[config.mk]
export PLATFORM = sky130hd
export DESIGN_NAME = amc_top
export DESIGN_NICKNAME = d
export VERILOG_FILES = /design/src/amc_pkg.sv /design/src/amc_sar_if.sv /design/src/amc_top.sv /design/src/amc_sar_clock_div.sv
export SDC_FILE = /design/constraint.sdc
export NUM_CORES = 1
export LEC_CHECK = 0
export ABC_AREA = 1
export ABC_CLOCK_PERIOD_IN_PS = 2900
export BUFFER_PORTS_ARGS = -buffer_cell sky130_fd_sc_hd__buf_4
export CORE_AREA = 2 2 114 116
export DETAILED_ROUTE_END_ITERATION = 8
export DIE_AREA = 0 0 116 118
export PLACE_DENSITY = 0.73
export SLEW_MARGIN = 25
export SYNTH_ARGS = -nofsm -noshare
export SYNTH_HDL_FRONTEND = slang
export SYNTH_SLANG_ARGS = --single-unit
[constraint.sdc]
create_clock -name i_clock -period 2.9 [get_ports i_clock]
set_input_delay 0.435 -clock i_clock [delete_from_list [all_inputs] [get_ports i_clock]]
set_output_delay 0.435 -clock i_clock [all_outputs]
set_load 0.1 [all_outputs]
[src/amc_pkg.sv]
/*
  Shared constants for the converter mux, gain and conversion control
  block: register addresses, field positions, reset values, start-mode
  codes and timing figures.
  Assumes a single 250 MHz system clock and an 8-bit special-function
  register bus driven by the core.
*/
package amc_pkg;

  ////////////////////////////////////////////////////////////////////////
  // register addresses
  localparam logic [7:0] ADDR_PAIR_CFG   = 8'hBA;
  localparam logic [7:0] ADDR_CHAN_SEL   = 8'hBB;
  localparam logic [7:0] ADDR_CLK_GAIN   = 8'hBC;
  localparam logic [7:0] ADDR_RESULT_LO  = 8'hBE;
  localparam logic [7:0] ADDR_RESULT_HI  = 8'hBF;
  localparam logic [7:0] ADDR_CONTROL    = 8'hE8;

  // reset values
  localparam logic [3:0] PAIR_CFG_RST    = 4'h0;
  localparam logic [3:0] CHAN_SEL_RST    = 4'h0;
  localparam logic [7:0] CLK_GAIN_RST    = 8'h60;
  localparam logic [7:0] CONTROL_RST     = 8'h00;
  localparam logic [7:0] RESULT_RST      = 8'h00;

  // control register fields
  localparam int CTL_ENABLE   = 7;
  localparam int CTL_TRACK    = 6;
  localparam int CTL_DONE     = 5;
  localparam int CTL_BUSY     = 4;
  localparam int CTL_MODE_HI  = 3;
  localparam int CTL_MODE_LO  = 2;
  localparam int CTL_WINDOW   = 1;
  localparam int CTL_LEFT     = 0;

  // clock/gain register fields
  localparam int CFG_DIV_HI   = 7;
  localparam int CFG_DIV_LO   = 5;
  localparam int CFG_GAIN_HI  = 2;
  localparam int CFG_GAIN_LO  = 0;

  // channel and pair fields
  localparam int CHAN_BITS    = 4;
  localparam int CHAN_TEMP    = 3;
  localparam int PAIR_BITS    = 4;

  // start-of-conversion modes
  typedef enum logic [1:0] {
    MODE_SOFT   = 2'b00,
    MODE_TIMER3 = 2'b01,
    MODE_PIN    = 2'b10,
    MODE_TIMER2 = 2'b11
  } amc_mode_t;

  // gain as a signed power of two driven to the amplifier
  localparam logic [2:0] GAIN_LOG_X1    = 3'h0;
  localparam logic [2:0] GAIN_LOG_X2    = 3'h1;
  localparam logic [2:0] GAIN_LOG_X4    = 3'h2;
  localparam logic [2:0] GAIN_LOG_X8    = 3'h3;
  localparam logic [2:0] GAIN_LOG_X16   = 3'h4;
  localparam logic [2:0] GAIN_LOG_HALF  = 3'h7;

  // conversion timing
  localparam int RES_BITS        = 12;
  localparam int TRACK_SAR_CLKS  = 3;
  localparam int DIV_CODE_MAX    = 3;
  localparam int CLOCK_MHZ       = 250;
  localparam int MAX_RATE_KSPS   = 100;
  localparam int MIN_CONV_NS     = 1000000 / MAX_RATE_KSPS;
  localparam int MIN_CONV_CYC    =
    (MIN_CONV_NS * CLOCK_MHZ + 999) / 1000;

endpackage : amc_pkg

[src/amc_sar_if.sv]
/*
  Carrier between the control core and its conversion-clock divider.
  Assumes both ends share the system clock.
*/
`timescale 1ns/1ps
interface amc_sar_if;
  logic [2:0] div_code;  // divider field from the configuration
  logic       run;       // divider counts only while a conversion runs
  logic       tick;      // one-cycle pulse per conversion-clock period

  modport ctrl (output div_code, output run, input tick);
  modport div  (input div_code, input run, output tick);
endinterface : amc_sar_if

[src/amc_top.sv]
/*
  Converter control core: multiplexer pairing and channel choice, gain
  code, start-of-conversion sources, track-and-hold timing, successive
  approximation sequencing, busy and completion flag, result alignment.
  Assumes a core-side register bus on the system clock, timer overflow
  pulses on the same clock, and an analog comparator and start pin that
  are asynchronous and therefore synchronised here.
*/
`timescale 1ns/1ps
module amc_top (
  input  wire logic        i_clock,
  input  wire logic        i_rstn,
  input  wire logic [7:0]  i_sfr_addr,
  input  wire logic        i_sfr_wr,
  input  wire logic [7:0]  i_sfr_wdata,
  input  wire logic        i_sfr_rd,
  output logic      [7:0]  o_sfr_rdata,
  input  wire logic        i_timer2_ovf,
  input  wire logic        i_timer3_ovf,
  input  wire logic        i_ext_convert_start,
  input  wire logic        i_standby,
  input  wire logic        i_irq_enable,
  input  wire logic        i_comp_above,
  output logic             o_analog_enable,
  output logic             o_track,
  output logic      [3:0]  o_mux_channel,
  output logic             o_mux_differential,
  output logic      [2:0]  o_gain_log2,
  output logic      [11:0] o_dac_code,
  output logic             o_conversion_busy,
  output logic             o_irq_request
);

  typedef enum {ST_IDLE, ST_TRACK, ST_CONVERT} amc_state_t;

  amc_sar_if sar ();

  amc_sar_clock_div u_div (
    .i_clock (i_clock),
    .i_rstn  (i_rstn),
    .sar     (sar)
  );

  // register file
  logic [3:0]  pair_cfg_reg;
  logic [3:0]  chan_sel_reg;
  logic [2:0]  div_code_reg;
  logic [2:0]  gain_code_reg;
  logic        enable_reg;
  logic        track_mode_reg;
  logic        done_flag_reg;
  logic        window_reg;
  logic [1:0]  mode_reg;
  logic        left_reg;
  logic [7:0]  result_hi_reg;
  logic [7:0]  result_lo_reg;

  // sequencing state
  amc_state_t  state_reg;
  logic [1:0]  track_cnt_reg;
  logic [11:0] code_reg;
  logic [11:0] mask_reg;
  logic        conv_diff_reg;
  logic [11:0] rate_cnt_reg;

  // synchronisers
  logic        pin_s1_reg;
  logic        pin_s2_reg;
  logic        pin_s3_reg;
  logic        comp_s1_reg;
  logic        comp_s2_reg;

  // decoded strobes and helpers
  logic        wr_control;
  logic        sw_start;
  logic        pin_rise;
  logic        trigger;
  logic        active;
  logic        sel_diff;
  logic        sel_pair_bit;
  logic        conv_end;
  logic [11:0] kept_code;
  logic [11:0] word;
  logic        track_now;
  logic [2:0]  gain_log;
  logic [7:0]  rd_value;

  ////////////////////////////////////////////////////////////////////////
  // asynchronous inputs pass two flops; the third stage of the start
  // pin exists only for its edge detector
  always_ff @(posedge i_clock) begin
    if (!i_rstn) begin
      pin_s1_reg  <= 1'b0;
      pin_s2_reg  <= 1'b0;
      pin_s3_reg  <= 1'b0;
      comp_s1_reg <= 1'b0;
      comp_s2_reg <= 1'b0;
    end else begin
      pin_s1_reg  <= i_ext_convert_start;
      pin_s2_reg  <= pin_s1_reg;
      pin_s3_reg  <= pin_s2_reg;
      comp_s1_reg <= i_comp_above;
      comp_s2_reg <= comp_s1_reg;
    end
  end

  ////////////////////////////////////////////////////////////////////////
  // trigger selection; all sources share one acceptance gate
  assign wr_control = i_sfr_wr && (i_sfr_addr == amc_pkg::ADDR_CONTROL);
  // a write of 1 to busy starts only when the written mode is software
  assign sw_start   = wr_control && i_sfr_wdata[amc_pkg::CTL_BUSY] &&
                      (i_sfr_wdata[amc_pkg::CTL_MODE_HI:amc_pkg::CTL_MODE_LO]
                       == amc_pkg::MODE_SOFT);
  assign pin_rise   = pin_s2_reg && !pin_s3_reg;
  assign active     = enable_reg && !i_standby;

  always_comb begin
    unique case (mode_reg)
      amc_pkg::MODE_SOFT:   trigger = sw_start;
      amc_pkg::MODE_TIMER3: trigger = i_timer3_ovf;
      amc_pkg::MODE_PIN:    trigger = pin_rise;
      amc_pkg::MODE_TIMER2: trigger = i_timer2_ovf;
    endcase
  end

  ////////////////////////////////////////////////////////////////////////
  // channel decode: a set top bit means the temperature sensor; the
  // pair bit is indexed by the channel's pair number
  assign sel_pair_bit = pair_cfg_reg[chan_sel_reg[2:1]];
  // odd member of a differential pair is reserved: it converts as the
  // pair would, so its result carries no meaning
  assign sel_diff = !chan_sel_reg[amc_pkg::CHAN_TEMP] &&
                    sel_pair_bit;

  ////////////////////////////////////////////////////////////////////////
  // approximation step: drop the trial bit when the comparator says the
  // input lies below the trial level, then try the next bit down.
  // the comparator is two cycles stale and the DAC code output one more, so the analog side must settle
  // within the conversion period less three system clocks
  assign kept_code = comp_s2_reg ? code_reg : (code_reg & ~mask_reg);
  assign conv_end  = (state_reg == ST_CONVERT) && sar.tick && mask_reg[0];
  // differential results leave the array in offset binary
  assign word = conv_diff_reg ? (kept_code ^ 12'h0800) : kept_code;

  ////////////////////////////////////////////////////////////////////////
  // rate limiter: a new start is refused until the minimum conversion
  // period has run out since the last accepted start
  always_ff @(posedge i_clock) begin
    if (!i_rstn) begin
      rate_cnt_reg <= 12'h000;
    end else if (state_reg == ST_IDLE && trigger && active &&
                 rate_cnt_reg == 12'h000) begin
      rate_cnt_reg <= 12'(amc_pkg::MIN_CONV_CYC - 1);
    end else if (rate_cnt_reg != 12'h000) begin
      rate_cnt_reg <= rate_cnt_reg - 12'h001;
    end
  end

  ////////////////////////////////////////////////////////////////////////
  // conversion sequencer; dropping enable or entering standby aborts
  always_ff @(posedge i_clock) begin
    if (!i_rstn) begin
      state_reg     <= ST_IDLE;
      track_cnt_reg <= 2'h0;
      code_reg      <= 12'h000;
      mask_reg      <= 12'h000;
      conv_diff_reg <= 1'b0;
    end else if (!active) begin
      state_reg     <= ST_IDLE;
      mask_reg      <= 12'h000;
    end else begin
      unique case (state_reg)
        ST_IDLE: begin
          if (trigger && rate_cnt_reg == 12'h000) begin
            conv_diff_reg <= sel_diff;
            track_cnt_reg <= 2'h0;
            if (track_mode_reg && mode_reg != amc_pkg::MODE_PIN) begin
              state_reg <= ST_TRACK;
            end else begin
              state_reg <= ST_CONVERT;
              code_reg  <= 12'h800;
              mask_reg  <= 12'h800;
            end
          end
        end
        ST_TRACK: begin
          if (sar.tick) begin
            if (track_cnt_reg == 2'(amc_pkg::TRACK_SAR_CLKS - 1)) begin
              state_reg <= ST_CONVERT;
              code_reg  <= 12'h800;
              mask_reg  <= 12'h800;
            end else begin
              track_cnt_reg <= track_cnt_reg + 2'h1;
            end
          end
        end
        ST_CONVERT: begin
          if (sar.tick) begin
            code_reg <= kept_code | (mask_reg >> 1);
            mask_reg <= mask_reg >> 1;
            if (mask_reg[0]) begin
              state_reg <= ST_IDLE;
              code_reg  <= kept_code;
            end
          end
        end
      endcase
    end
  end

  assign sar.div_code = div_code_reg;
  assign sar.run      = (state_reg != ST_IDLE);

  ////////////////////////////////////////////////////////////////////////
  // configuration registers; unused upper bits are never stored
  always_ff @(posedge i_clock) begin
    if (!i_rstn) begin
      pair_cfg_reg  <= amc_pkg::PAIR_CFG_RST;
      chan_sel_reg  <= amc_pkg::CHAN_SEL_RST;
      div_code_reg  <= amc_pkg::CLK_GAIN_RST[amc_pkg::CFG_DIV_HI:
                                             amc_pkg::CFG_DIV_LO];
      gain_code_reg <= amc_pkg::CLK_GAIN_RST[amc_pkg::CFG_GAIN_HI:
                                             amc_pkg::CFG_GAIN_LO];
    end else if (i_sfr_wr) begin
      unique case (i_sfr_addr)
        amc_pkg::ADDR_PAIR_CFG:
          pair_cfg_reg <= i_sfr_wdata[amc_pkg::PAIR_BITS-1:0];
        amc_pkg::ADDR_CHAN_SEL:
          chan_sel_reg <= i_sfr_wdata[amc_pkg::CHAN_BITS-1:0];
        amc_pkg::ADDR_CLK_GAIN: begin
          div_code_reg  <= i_sfr_wdata[amc_pkg::CFG_DIV_HI:
                                       amc_pkg::CFG_DIV_LO];
          gain_code_reg <= i_sfr_wdata[amc_pkg::CFG_GAIN_HI:
                                       amc_pkg::CFG_GAIN_LO];
        end
        default: ;
      endcase
    end
  end

  ////////////////////////////////////////////////////////////////////////
  // control register; busy is hardware-owned, so only its start effect
  // reaches the logic
  always_ff @(posedge i_clock) begin
    if (!i_rstn) begin
      enable_reg     <= amc_pkg::CONTROL_RST[amc_pkg::CTL_ENABLE];
      track_mode_reg <= amc_pkg::CONTROL_RST[amc_pkg::CTL_TRACK];
      window_reg     <= amc_pkg::CONTROL_RST[amc_pkg::CTL_WINDOW];
      mode_reg       <= amc_pkg::CONTROL_RST[amc_pkg::CTL_MODE_HI:
                                             amc_pkg::CTL_MODE_LO];
      left_reg       <= amc_pkg::CONTROL_RST[amc_pkg::CTL_LEFT];
    end else if (wr_control) begin
      enable_reg     <= i_sfr_wdata[amc_pkg::CTL_ENABLE];
      track_mode_reg <= i_sfr_wdata[amc_pkg::CTL_TRACK];
      window_reg     <= i_sfr_wdata[amc_pkg::CTL_WINDOW];
      mode_reg       <= i_sfr_wdata[amc_pkg::CTL_MODE_HI:
                                    amc_pkg::CTL_MODE_LO];
      left_reg       <= i_sfr_wdata[amc_pkg::CTL_LEFT];
    end
  end

  ////////////////////////////////////////////////////////////////////////
  // completion flag: the end of a conversion beats a software clear
  // landing in the same cycle, so no completion is ever lost
  always_ff @(posedge i_clock) begin
    if (!i_rstn) begin
      done_flag_reg <= amc_pkg::CONTROL_RST[amc_pkg::CTL_DONE];
    end else if (conv_end) begin
      done_flag_reg <= 1'b1;
    end else if (wr_control) begin
      done_flag_reg <= i_sfr_wdata[amc_pkg::CTL_DONE];
    end
  end

  ////////////////////////////////////////////////////////////////////////
  // result bytes are loaded once, at the end of a conversion, in the
  // alignment chosen at that moment
  always_ff @(posedge i_clock) begin
    if (!i_rstn) begin
      result_hi_reg <= amc_pkg::RESULT_RST;
      result_lo_reg <= amc_pkg::RESULT_RST;
    end else if (conv_end) begin
      if (left_reg) begin
        result_hi_reg <= word[11:4];
        result_lo_reg <= {word[3:0], 4'h0};
      end else begin
        result_hi_reg <= {{4{conv_diff_reg & word[11]}},
                          word[11:8]};
        result_lo_reg <= word[7:0];
      end
    end
  end

  ////////////////////////////////////////////////////////////////////////
  // read mux; unused and unmapped bits read zero
  always_comb begin
    unique case (i_sfr_addr)
      amc_pkg::ADDR_PAIR_CFG: rd_value = {4'h0, pair_cfg_reg};
      amc_pkg::ADDR_CHAN_SEL: rd_value = {4'h0, chan_sel_reg};
      amc_pkg::ADDR_CLK_GAIN: rd_value = {div_code_reg, 2'b00,
                                          gain_code_reg};
      amc_pkg::ADDR_RESULT_HI: rd_value = result_hi_reg;
      amc_pkg::ADDR_RESULT_LO: rd_value = result_lo_reg;
      amc_pkg::ADDR_CONTROL: rd_value = {enable_reg, track_mode_reg,
                                         done_flag_reg,
                                         (state_reg != ST_IDLE),
                                         mode_reg, window_reg, left_reg};
      default: rd_value = 8'h00;
    endcase
  end

  always_ff @(posedge i_clock) begin
    if (!i_rstn) begin
      o_sfr_rdata <= 8'h00;
    end else if (i_sfr_rd) begin
      o_sfr_rdata <= rd_value;
    end
  end

  ////////////////////////////////////////////////////////////////////////
  // gain decode to a signed power of two for the amplifier
  always_comb begin
    unique casez (gain_code_reg)
      3'b000:  gain_log = amc_pkg::GAIN_LOG_X1;
      3'b001:  gain_log = amc_pkg::GAIN_LOG_X2;
      3'b010:  gain_log = amc_pkg::GAIN_LOG_X4;
      3'b011:  gain_log = amc_pkg::GAIN_LOG_X8;
      3'b10?:  gain_log = amc_pkg::GAIN_LOG_X16;
      default: gain_log = amc_pkg::GAIN_LOG_HALF;
    endcase
  end

  ////////////////////////////////////////////////////////////////////////
  // tracking: mode 0 tracks whenever idle; mode 1 tracks only in the
  // timed window, or in pin mode while the start pin sits low
  always_comb begin
    if (!active) begin
      track_now = 1'b0;
    end else if (state_reg == ST_TRACK) begin
      track_now = 1'b1;
    end else if (state_reg == ST_CONVERT) begin
      track_now = 1'b0;
    end else if (!track_mode_reg) begin
      track_now = 1'b1;
    end else begin
      track_now = (mode_reg == amc_pkg::MODE_PIN) && !pin_s2_reg;
    end
  end

  ////////////////////////////////////////////////////////////////////////
  // analog-facing and status outputs, all registered
  always_ff @(posedge i_clock) begin
    if (!i_rstn) begin
      o_analog_enable    <= 1'b0;
      o_track            <= 1'b0;
      o_mux_channel      <= 4'h0;
      o_mux_differential <= 1'b0;
      o_gain_log2        <= amc_pkg::GAIN_LOG_X1;
      o_dac_code         <= 12'h000;
      o_conversion_busy  <= 1'b0;
      o_irq_request      <= 1'b0;
    end else begin
      o_analog_enable    <= active;
      o_track            <= track_now;
      o_mux_channel      <= chan_sel_reg;
      // the odd member of a live pair never drives the pair positive
      o_mux_differential <= sel_diff && !chan_sel_reg[0];
      o_gain_log2        <= gain_log;
      o_dac_code         <= code_reg;
      o_conversion_busy  <= (state_reg != ST_IDLE);
      o_irq_request      <= done_flag_reg && i_irq_enable;
    end
  end

endmodule : amc_top

[src/amc_sar_clock_div.sv]
/*
  Conversion-clock divider: turns the system clock into one tick pulse
  every 2, 4, 8 or 16 cycles.
  Assumes the control core raises run for the whole of a conversion.
*/
`timescale 1ns/1ps
module amc_sar_clock_div (
  input  wire logic i_clock,
  input  wire logic i_rstn,
  amc_sar_if.div    sar
);

  logic [3:0] count_reg;
  logic [3:0] limit;
  logic       tick_reg;

  ////////////////////////////////////////////////////////////////////////
  // ratio is 2 to the (code+1); codes above the last listed one stick
  // at the largest ratio so a stray code never speeds conversion up
  always_comb begin
    if (sar.div_code > 3'(amc_pkg::DIV_CODE_MAX)) begin
      limit = 4'hF;
    end else begin
      limit = 4'((5'h02 << sar.div_code) - 5'h01);
    end
  end

  ////////////////////////////////////////////////////////////////////////
  // free count restarts at each conversion so the first period is whole
  always_ff @(posedge i_clock) begin
    if (!i_rstn || !sar.run) begin
      count_reg <= 4'h0;
      tick_reg  <= 1'b0;
    end else if (count_reg >= limit) begin
      count_reg <= 4'h0;
      tick_reg  <= 1'b1;
    end else begin
      count_reg <= count_reg + 4'h1;
      tick_reg  <= 1'b0;
    end
  end

  assign sar.tick = tick_reg;

endmodule : amc_sar_clock_div

Word-level counts from Yosys, hierarchy flattened:

Index checks and enable logic that the tools add are counted.

* add/sub/neg operators: 4
* multipliers: 0
* div/mod/pow operators: 0
* $lt $le $gt $ge: 3
* equality and inequality tests: 26
* shift-type cells: 1
* multiplexer cells: 38
* bitwise gates (word level): 6
* reductions and logical operators: 46

Operators with widths (count)
* 32-bit 2-to-1 mux: 5
* 12-bit 2-to-1 mux: 11
* 32-bit one-hot mux with 3 select lines: 1
* 12-bit one-hot mux with 3 select lines: 2
* 32-bit by 2-bit == test with 1-bit output (second input constant): 2
* 32-bit zero test: 2
* 8-bit == test (second input constant): 6
* 8-bit one-hot mux with 6 select lines: 1
* 32-bit by 1-bit == test with 1-bit output (second input constant): 1
* 32-bit by 3-bit == test with 1-bit output (second input constant): 1
* 32-bit nonzero test: 1
* 1-bit logical AND: 16
* 8-bit 2-to-1 mux: 2
* 3-bit one-hot mux with 5 select lines: 1
* 5-bit AND reduction: 3
* 12-bit bitwise AND: 1
* 12-bit zero test: 1
* 2-bit inequality test (second input constant): 6
* 12-bit inverter: 1
* 12-bit by 11-bit OR with 12-bit output: 1
* 12-bit nonzero test: 1
* 12-bit by 1-bit subtractor with 12-bit output (second input constant): 1
* 2-bit == test (second input constant): 4
* 2-bit 2-to-1 mux: 4
* 27 further kinds: 49

* register bits after elaboration: 150
* bits in latches: 0
* bits in writable memories: 0
* bits in read-only memories: 0
* input port bits: 26
* output and inout port bits: 32
* memories: 0

Logic depth before layout (Yosys ltp):

Gate-level depths: netlist (run 1).

* word-level depth: 9
* mapped depth: 12

Modules after synthesis:

Synthesis (run 1) repeated with hierarchy kept, for this count alone.

* cell total of the unflattened synthesis: 740
* area total of the unflattened synthesis: 5432.7 sq um

By module, submodules not included
* amc_top: instances 1, cells an instance 695, area each 5106.1 sq um
* amc_sar_clock_div: instances 1, cells an instance 45, area each 326.6 sq um

Worst setup path after synthesis (run 1):

Ideal clock, no wire load.

* path type: register -> register
* from: reg div_code_reg[0]
* to: reg u_div.count_reg[0]
* setup time: 0.065 ns
* data arrival time: 1.848 ns
* data required time: 2.835 ns
* slack: 0.987 ns
* cell stages (with the launch flop): 12
* clock period less this slack: 1.913 ns
* path through: dfxtp_1 > nor3_1 > inv_1 > ha_1 > a21boi_0 > nor3_1 > ha_1 > nand2_1 > nor2_1 > a211oi_1 > nand2_1 > nor2_1

* word-level cells in the longest chain between the ends: 5
* elaborated cells between the ends (all ways): 6
* classes of those cells: 1 x add/sub; 2 x order compare; 1 x shift; 1 x mux; 1 x reduce/logical

Ends and longest elaborated chain
* start, declared: RTL line amc_top.sv:47 `logic [2:0] div_code_reg;`
* start signal, assigned: RTL line amc_top.sv:220 `div_code_reg <= amc_pkg::CLK_GAIN_RST[amc_pkg::CFG_DIV_HI:`
* start signal, assigned: RTL line amc_top.sv:231 `div_code_reg <= i_sfr_wdata[amc_pkg::CFG_DIV_HI:`
* 2-bit by 3-bit left shift with 4-bit output: RTL line amc_sar_clock_div.sv:24 `limit = 4'((5'h02 << sar.div_code) - 5'h01);`
* 4-bit by 1-bit subtractor with 4-bit output: RTL line amc_sar_clock_div.sv:24
* 4-bit 2-to-1 mux (*): RTL line amc_sar_clock_div.sv:21 `if (sar.div_code > 3'(amc_pkg::DIV_CODE_MAX)) begin`
* 4-bit greater-or-equal comparator (*): RTL line amc_sar_clock_div.sv:34 `end else if (count_reg >= limit) begin`
* 2-bit OR reduction (no line) (*)
* end signal, assigned: RTL line amc_sar_clock_div.sv:38 `count_reg <= count_reg + 4'h1;`
* end, declared: RTL line amc_sar_clock_div.sv:13 `logic [3:0] count_reg;`

Mark *: on every way between the ends. The rest lies on a longest branch, timed or not.
A chain may end at the register's enable or synchronous reset.

Final worst setup path (run 1):

* from: reg state_reg[0]
* to: reg mask_reg[8]

* word-level cells in the longest chain between the ends: 3
* elaborated cells between the ends (all ways): 10
* classes of those cells: 7 x eq/ne; 1 x mux; 2 x reduce/logical

Ends and longest elaborated chain
* start, declared: RTL line amc_top.sv:59 `amc_state_t state_reg;`
* start signal, assigned: RTL line amc_top.sv:163 `state_reg <= ST_IDLE;`
* start signal, assigned: RTL line amc_top.sv:169 `state_reg <= ST_IDLE;`
* start signal, assigned: RTL line amc_top.sv:178 `state_reg <= ST_TRACK;`
* 32-bit by 1-bit == test with 1-bit output (tied with other cells): RTL line amc_top.sv:172 `unique case (state_reg)`
* 2-bit by 1-bit inequality test with 1-bit output (no line) or 2-bit inequality test (tied branches)
* 5-bit AND reduction (no line)
* end signal, assigned: RTL line amc_top.sv:200 `mask_reg <= mask_reg >> 1;`
* end, declared: RTL line amc_top.sv:62 `logic [11:0] mask_reg;`

Parallel ways exist; a longest one is shown, timed or not.

==> results.cfg, run 1 <==
[critical_path]
worstSetupEndpointType = flip-flop
ff2ff_path_depth = 8
cp-endpoint = mask_reg[8]
r2r_slack_ns = 0.54
rr_endpoint = mask_reg[8]
crit_start = state_reg[0]
cp.required_ns = 3.19
worst_ep_arrival_time_ns = 2.65
r2r_start = state_reg[0]
path_class = flip-flop to flip-flop
start_kind = flip-flop
worst-path-max-fanout = 16

[synthesis]
synthMuxAreaShare_pct = 0
synth_compound_gate_area_share_pct = 16.4
synth_cell_types = 39
yosys.area_share.adder_pct = 2.72
yosysSeqAreaShare_pct = 43.5
yosys.area_share.simple_pct = 24.3
syn_nets = 814
syn_area_um2 = 5530
avgSynthCellArea_um2 = 7.12
synth_area_leader_cell = dfxtp_1
yosys-top-cells-area = dfxtp_1 (43%), nand2_1 (11%), inv_1 (8.7%), a21oi_1 (6.9%), o21ai_0 (4.3%)
synth_seq_cells = 120
synth-xor-area-share_pct = 1.27
synth_top_area_share_pct = 43.5
ys_warn_count = 0
syn_inst = 776
synth_top_family_by_area = simple AND/OR/NAND/NOR gates

[drt]
wirelength_mm = 13.2
dr.pass1.iters = 5
route.detailed.wl_per_inst_um = 13.0
drt-initial-drc-count = 443
via_per_inst = 4.94
vias = 5008
ant_nets = 0
drcViolationCount = 0

[floorplanning]
rows = 41
fp.dieW_um = 116
io_pins = 58
die_h_um = 118
initial_utilization_pct = 44.5
die_area_um2 = 13700
coreArea_um2 = 12400

[status]
status = finished clean

[placed_design]
hpwl_mm = 9.20
io_buffers = 57
post-place-ws_ns = 0.612
gp_congestion = 0.869

[power_and_ir_drop]
p_per_area_nw_per_um2 = 677
power_leakage_uw = 0.00285
vdd_drop_max_mv = 0.469

[grt]
grt_usage_pct = 19.6
grt_pass1_vias = 4368
grt-ovfl-total = 0
grt_pass1_wl_mm = 21.3
grt_max_degree = 61
antenna_found_initial = 0

[min_path]
hold_path_class = input port to flip-flop
worst_hold_path.num_cells = 3

[clock_network]
clock_sinks = 120
cts_root_buf = clkbuf_16
cts_setup_buffers = 0
cts.clk_slew.worst_paths_ns = 0.05
cts_tree = built
cts_resized = 0
h-tree-depth = 4
clk_latency_ns = 0.42
clock_path_buffers = 2
hold_buffers = 0
cts_buffers = 17

[timing]
maxSlewViolCount = 0
rsz0062_at_grt = no
hold_violations = 0
timing.final.ws_setup_ns = 0.540
worstMarginPinSlew_ns = 0.584
finalCritPeriodShare_pct = 81.4
clock_skew_ns = 0.0142
slew_headroom_pct = 61.1
setup_tns_ns = 0
hold_slack_ns = 0.201
max_freq_ghz = 0.424
setup_viol = 0
period_minus_slack_ns = 2.36

[cells_and_area]
mostFrequentLayoutCell = nand2_1
antennaDiodeCount = 0
synthToLayoutAreaGrowth_pct = 20.8
nets = 867
layout_common_cells = nand2_1 (166), inv_1 (128), dfxtp_1 (120)
fin_util_pct = 53.8
layout-drive-gt1-share_pct = 13.7

[flow_run]
maxCapViolCount = 0
critical path, stage by stage, from the launching register on:
cell	delay, ns
dfxtp_1	0.32
inv_1	0.07
ha_1	0.40
inv_2	0.28
o21ai_1	0.13
a211oi_4	0.40
nand2_1	0.38
nand2_1	0.16
a21oi_1	0.07
per-layer routing:
| layer | vias up | share of wire, % | global-route usage, % |
|---|---|---|---|
| li1 | 2597 | - | - |
| met1 | 2260 | 48 | 27.3 |
| met2 | 130 | 45 | 29.1 |
| met3 | 21 | 4.6 | 4.69 |
| met4 | 0 | 1.9 | 7.74 |
| met5 | - | 0 | 0 |
area by class of cell:
type	instances	area [um2]
timing repair buffer	64	480
fill	1235	5740
sequential	120	2400
tap	172	215
multi-input combinational	489	2470
clock inverter	7	90.1
clock buffer	25	505
inverter	137	514
power breakdown:
group	internal [uW]	total (uW)	leakage, uW	switching (uW)
combinational	239	647	0.00159	408
sequential	1730	1780	0.000970	51.8
clock	1370	2100	0.000289	723
synthesized netlist by cell type:
library cell  instances
a2bb2oi_1             1
o21ai_1               2
a22o_1                1
o21ai_0              48
dfxtp_1             120
o211ai_1              4
xor2_1                6
nand3b_1             11
nor3_1               12
nand3_2               3
buf_6                 3
ha_1                 12
nor2_2                4
nor2_4                1
clkinv_1              2
or3_1                 1
buf_2                 7
a211oi_1              6
nor4_2                1
a31oi_1               2
xnor2_1               2
a221oi_1              4
a211oi_4              1
and2_1                1
inv_2                 7
nand4_1              18
a22oi_1               1
nand2_2               1
a21boi_0              1
a21oi_1              76
o22ai_1              13
nand2_1             166
o21ai_2               1
nor2_1               62
nand3_1              23
clkbuf_1             20
inv_1               128
o221ai_1              1
or2_2                 3
worst min path at each step:
stage,start,endpoint,slack (ns)
6_report,i_ext_convert_start,pin_s1_reg,0.20
5_1_grt,i_ext_convert_start,pin_s1_reg,0.23
4_1_cts,i_ext_convert_start,pin_s1_reg,0.19
3_5_place_dp,pin_s1_reg,pin_s2_reg,0.40
3_3_place_gp,pin_s1_reg,pin_s2_reg,0.40
2_1_floorplan,comp_s1_reg,comp_s2_reg,0.39
cells by family (layout without fill, tap and decap cells):
group                    after synthesis  in the layout
AO/OA/AOI/OAI                        162            162
XOR/XNOR                               8              8
adder cells (fa/ha/maj)               12             12
buffers and inverters                167            233
flip-flops                           120            120
AND/OR/NAND/NOR                      307            307
metrics by stage:
step	total power (uW)	area (um2)	cells
final	4520	6680	1014
after global routing	4710	6680	1014
after CTS	4540	6680	1014
after detailed placement	2450	6080	982
after global placement	2440	6080	982
after floorplan	2310	5530	776
No activity file was read; power rests on OpenSTA's default activity.
==> run 2, diff against run 1 <==
--- a/config.mk
+++ b/config.mk
@@ -6,7 +6,7 @@
 export NUM_CORES = 1
 export LEC_CHECK = 0
 export ABC_AREA = 1
-export ABC_CLOCK_PERIOD_IN_PS = 2900
+export ABC_CLOCK_PERIOD_IN_PS = 2300
 export BUFFER_PORTS_ARGS = -buffer_cell sky130_fd_sc_hd__buf_4
 export CORE_AREA = 2 2 114 116
 export DETAILED_ROUTE_END_ITERATION = 8
==> constraint.sdc (replaced) <==
create_clock -name i_clock -period 2.3 [get_ports i_clock]
set_input_delay 0.345 -clock i_clock [delete_from_list [all_inputs] [get_ports i_clock]]
set_output_delay 0.345 -clock i_clock [all_outputs]
set_load 0.1 [all_outputs]
==> run 2 against run 1 <==
Against the previous run: clock skew down 0.0022 ns; die area unchanged; fmax up 14%; combinational power up 25%; global-route usage up 0.62 points; sequential share of layout area about the same; design area about the same; non-clock buffer count up 4; first-iteration DRC count down 8.8%; sequential cell count unchanged; largest cell class unchanged; largest power group unchanged.
==> results.cfg, run 2 (synthesis results as in run 1) <==
[status]
status = finished clean

[placed_design]
hpwl_mm = 9.35
dp_cells = 986
post-place-ws_ns = 0.0522
io_buffers = 57
gp_congestion = 0.888

[critical_path]
rr_endpoint = u_div.count_reg[0]
r2r_slack_ns = 0.24
worst-path-max-fanout = 4
path_class = flip-flop to flip-flop
cp-endpoint = u_div.count_reg[0]
start_kind = flip-flop
cp.required_ns = 2.65
worst_ep_arrival_time_ns = 2.41
r2r_start = div_code_reg[0]
ff2ff_path_depth = 11
crit_start = div_code_reg[0]
worstSetupEndpointType = flip-flop

[floorplanning]
initial_utilization_pct = 44.5
io_pins = 58
die_h_um = 118
rows = 41
die_area_um2 = 13700
coreArea_um2 = 12400
fp.dieW_um = 116

[power_and_ir_drop]
vdd_drop_max_mv = 0.543
p_per_area_nw_per_um2 = 832
power_leakage_uw = 0.00285

[timing]
finalCritPeriodShare_pct = 89.7
clock_skew_ns = 0.0120
maxSlewViolCount = 0
setup_viol = 0
hold_violations = 0
max_freq_ghz = 0.485
setup_tns_ns = 0
rsz0062_at_grt = no
period_minus_slack_ns = 2.06
slew_headroom_pct = 67.0
timing.final.ws_setup_ns = 0.237
worstMarginPinSlew_ns = 0.490

[grt]
grt_pass1_vias = 4688
grt-ovfl-total = 0
antenna_found_initial = 0
grt_pass1_wl_mm = 22.0
grt_max_degree = 36
grt_usage_pct = 20.2

[flow_run]
maxCapViolCount = 0

[clock_network]
hold_buffers = 0
clock_sinks = 120
clk_latency_ns = 0.42
cts_tree = built
clock_path_buffers = 2
cts_root_buf = clkbuf_16
cts_buffers = 17
h-tree-depth = 4
cts.clk_slew.worst_paths_ns = 0.06

[drt]
drt-initial-drc-count = 404
drcViolationCount = 0
route.detailed.wl_per_inst_um = 12.9
wirelength_mm = 13.2
vias = 5045
ant_nets = 0
via_per_inst = 4.96
dr.pass1.iters = 5

[cells_and_area]
antennaDiodeCount = 0
nets = 871
synthToLayoutAreaGrowth_pct = 20.6
fin_cells = 1018
nFillCells = 1186
multi_input_area_um2 = 2480
layout-drive-gt1-share_pct = 13.9
mostFrequentLayoutCell = nand2_1
layout_common_cells = nand2_1 (166), inv_1 (128), dfxtp_1 (120)
seqCellArea_um2 = 2400

[min_path]
hold_path_class = input port to flip-flop
run 2: cell count changes in the layout (fill, tap and decap cells not counted):
cell	delta
a211oi_1	-1
clkbuf_8	-5
nor3_2	+1
clkinv_4	+1
nor3_1	-1
clkinv_2	+2
a211oi_2	+1
buf_4	+4
clkbuf_1	+3
clkinvlp_4	-1
run 2: worst min-delay path by stage:
stage,cells past startpoint,endpoint,start
2_1_floorplan,2,comp_s2_reg,comp_s1_reg
3_3_place_gp,2,pin_s2_reg,pin_s1_reg
3_5_place_dp,2,pin_s2_reg,pin_s1_reg
4_1_cts,3,pin_s1_reg,i_ext_convert_start
5_1_grt,3,pin_s1_reg,i_ext_convert_start
6_report,3,pin_s1_reg,i_ext_convert_start
run 2: stage by stage:
step	power [uW]	utilization [%]	hold slack [ns]	cell area [um2]
6_report	5550	53.7	0.110	6670
5_1_grt	5830	53.7	0.122	6670
4_1_cts	5570	53.6	0.0968	6660
3_5_place_dp	3090	49.2	0.406	6110
3_3_place_gp	3070	49.2	0.406	6110
2_1_floorplan	2920	-	0.390	5530
run 2: metal layers:
layer / part of all wire, % / GRT usage, % / routed length [um] / vias to the layer above
li1: - / - / - / 2605
met1: 48 / 27.2 / 6360 / 2307
met2: 46 / 31.4 / 6050 / 109
met3: 3.8 / 4.63 / 504 / 24
met4: 1.8 / 7.51 / 242 / 0
met5: 0 / 0 / 0 / -
run 2: repair_timing:
item,in CTS,in global routing
resized for setup,0,2
endpoints found under the setup margin,0,4
setup buffers,0,0
hold endpoints to repair,0,0
run 2: report_power, final:
group / total [uW] / switching, uW / internal [uW]
combinational: 806 / 505 / 301
clock: 2500 / 919 / 1580
sequential: 2240 / 66.0 / 2180
run 2: worst max-delay path, cell delays in order, from the launching register on:
cell      delay (ns)
dfxtp_1         0.34
nor3_2          0.23
inv_1           0.07
ha_1            0.20
a21boi_0        0.12
nor3_1          0.19
ha_1            0.28
nand2_1         0.08
nor2_1          0.05
a211oi_2        0.19
nand2_1         0.15
nor2_1          0.10
run 2: final cells by class:
| cell class | count | area share [%] |
|---|---|---|
| clock buffer | 23 | 6.72 |
| clock inverter | 9 | 1.52 |
| inverter | 137 | 7.71 |
| multi-input combinational | 489 | 37.1 |
| sequential | 120 | 36.0 |
| tap | 172 | 3.23 |
| timing repair buffer | 68 | 7.65 |
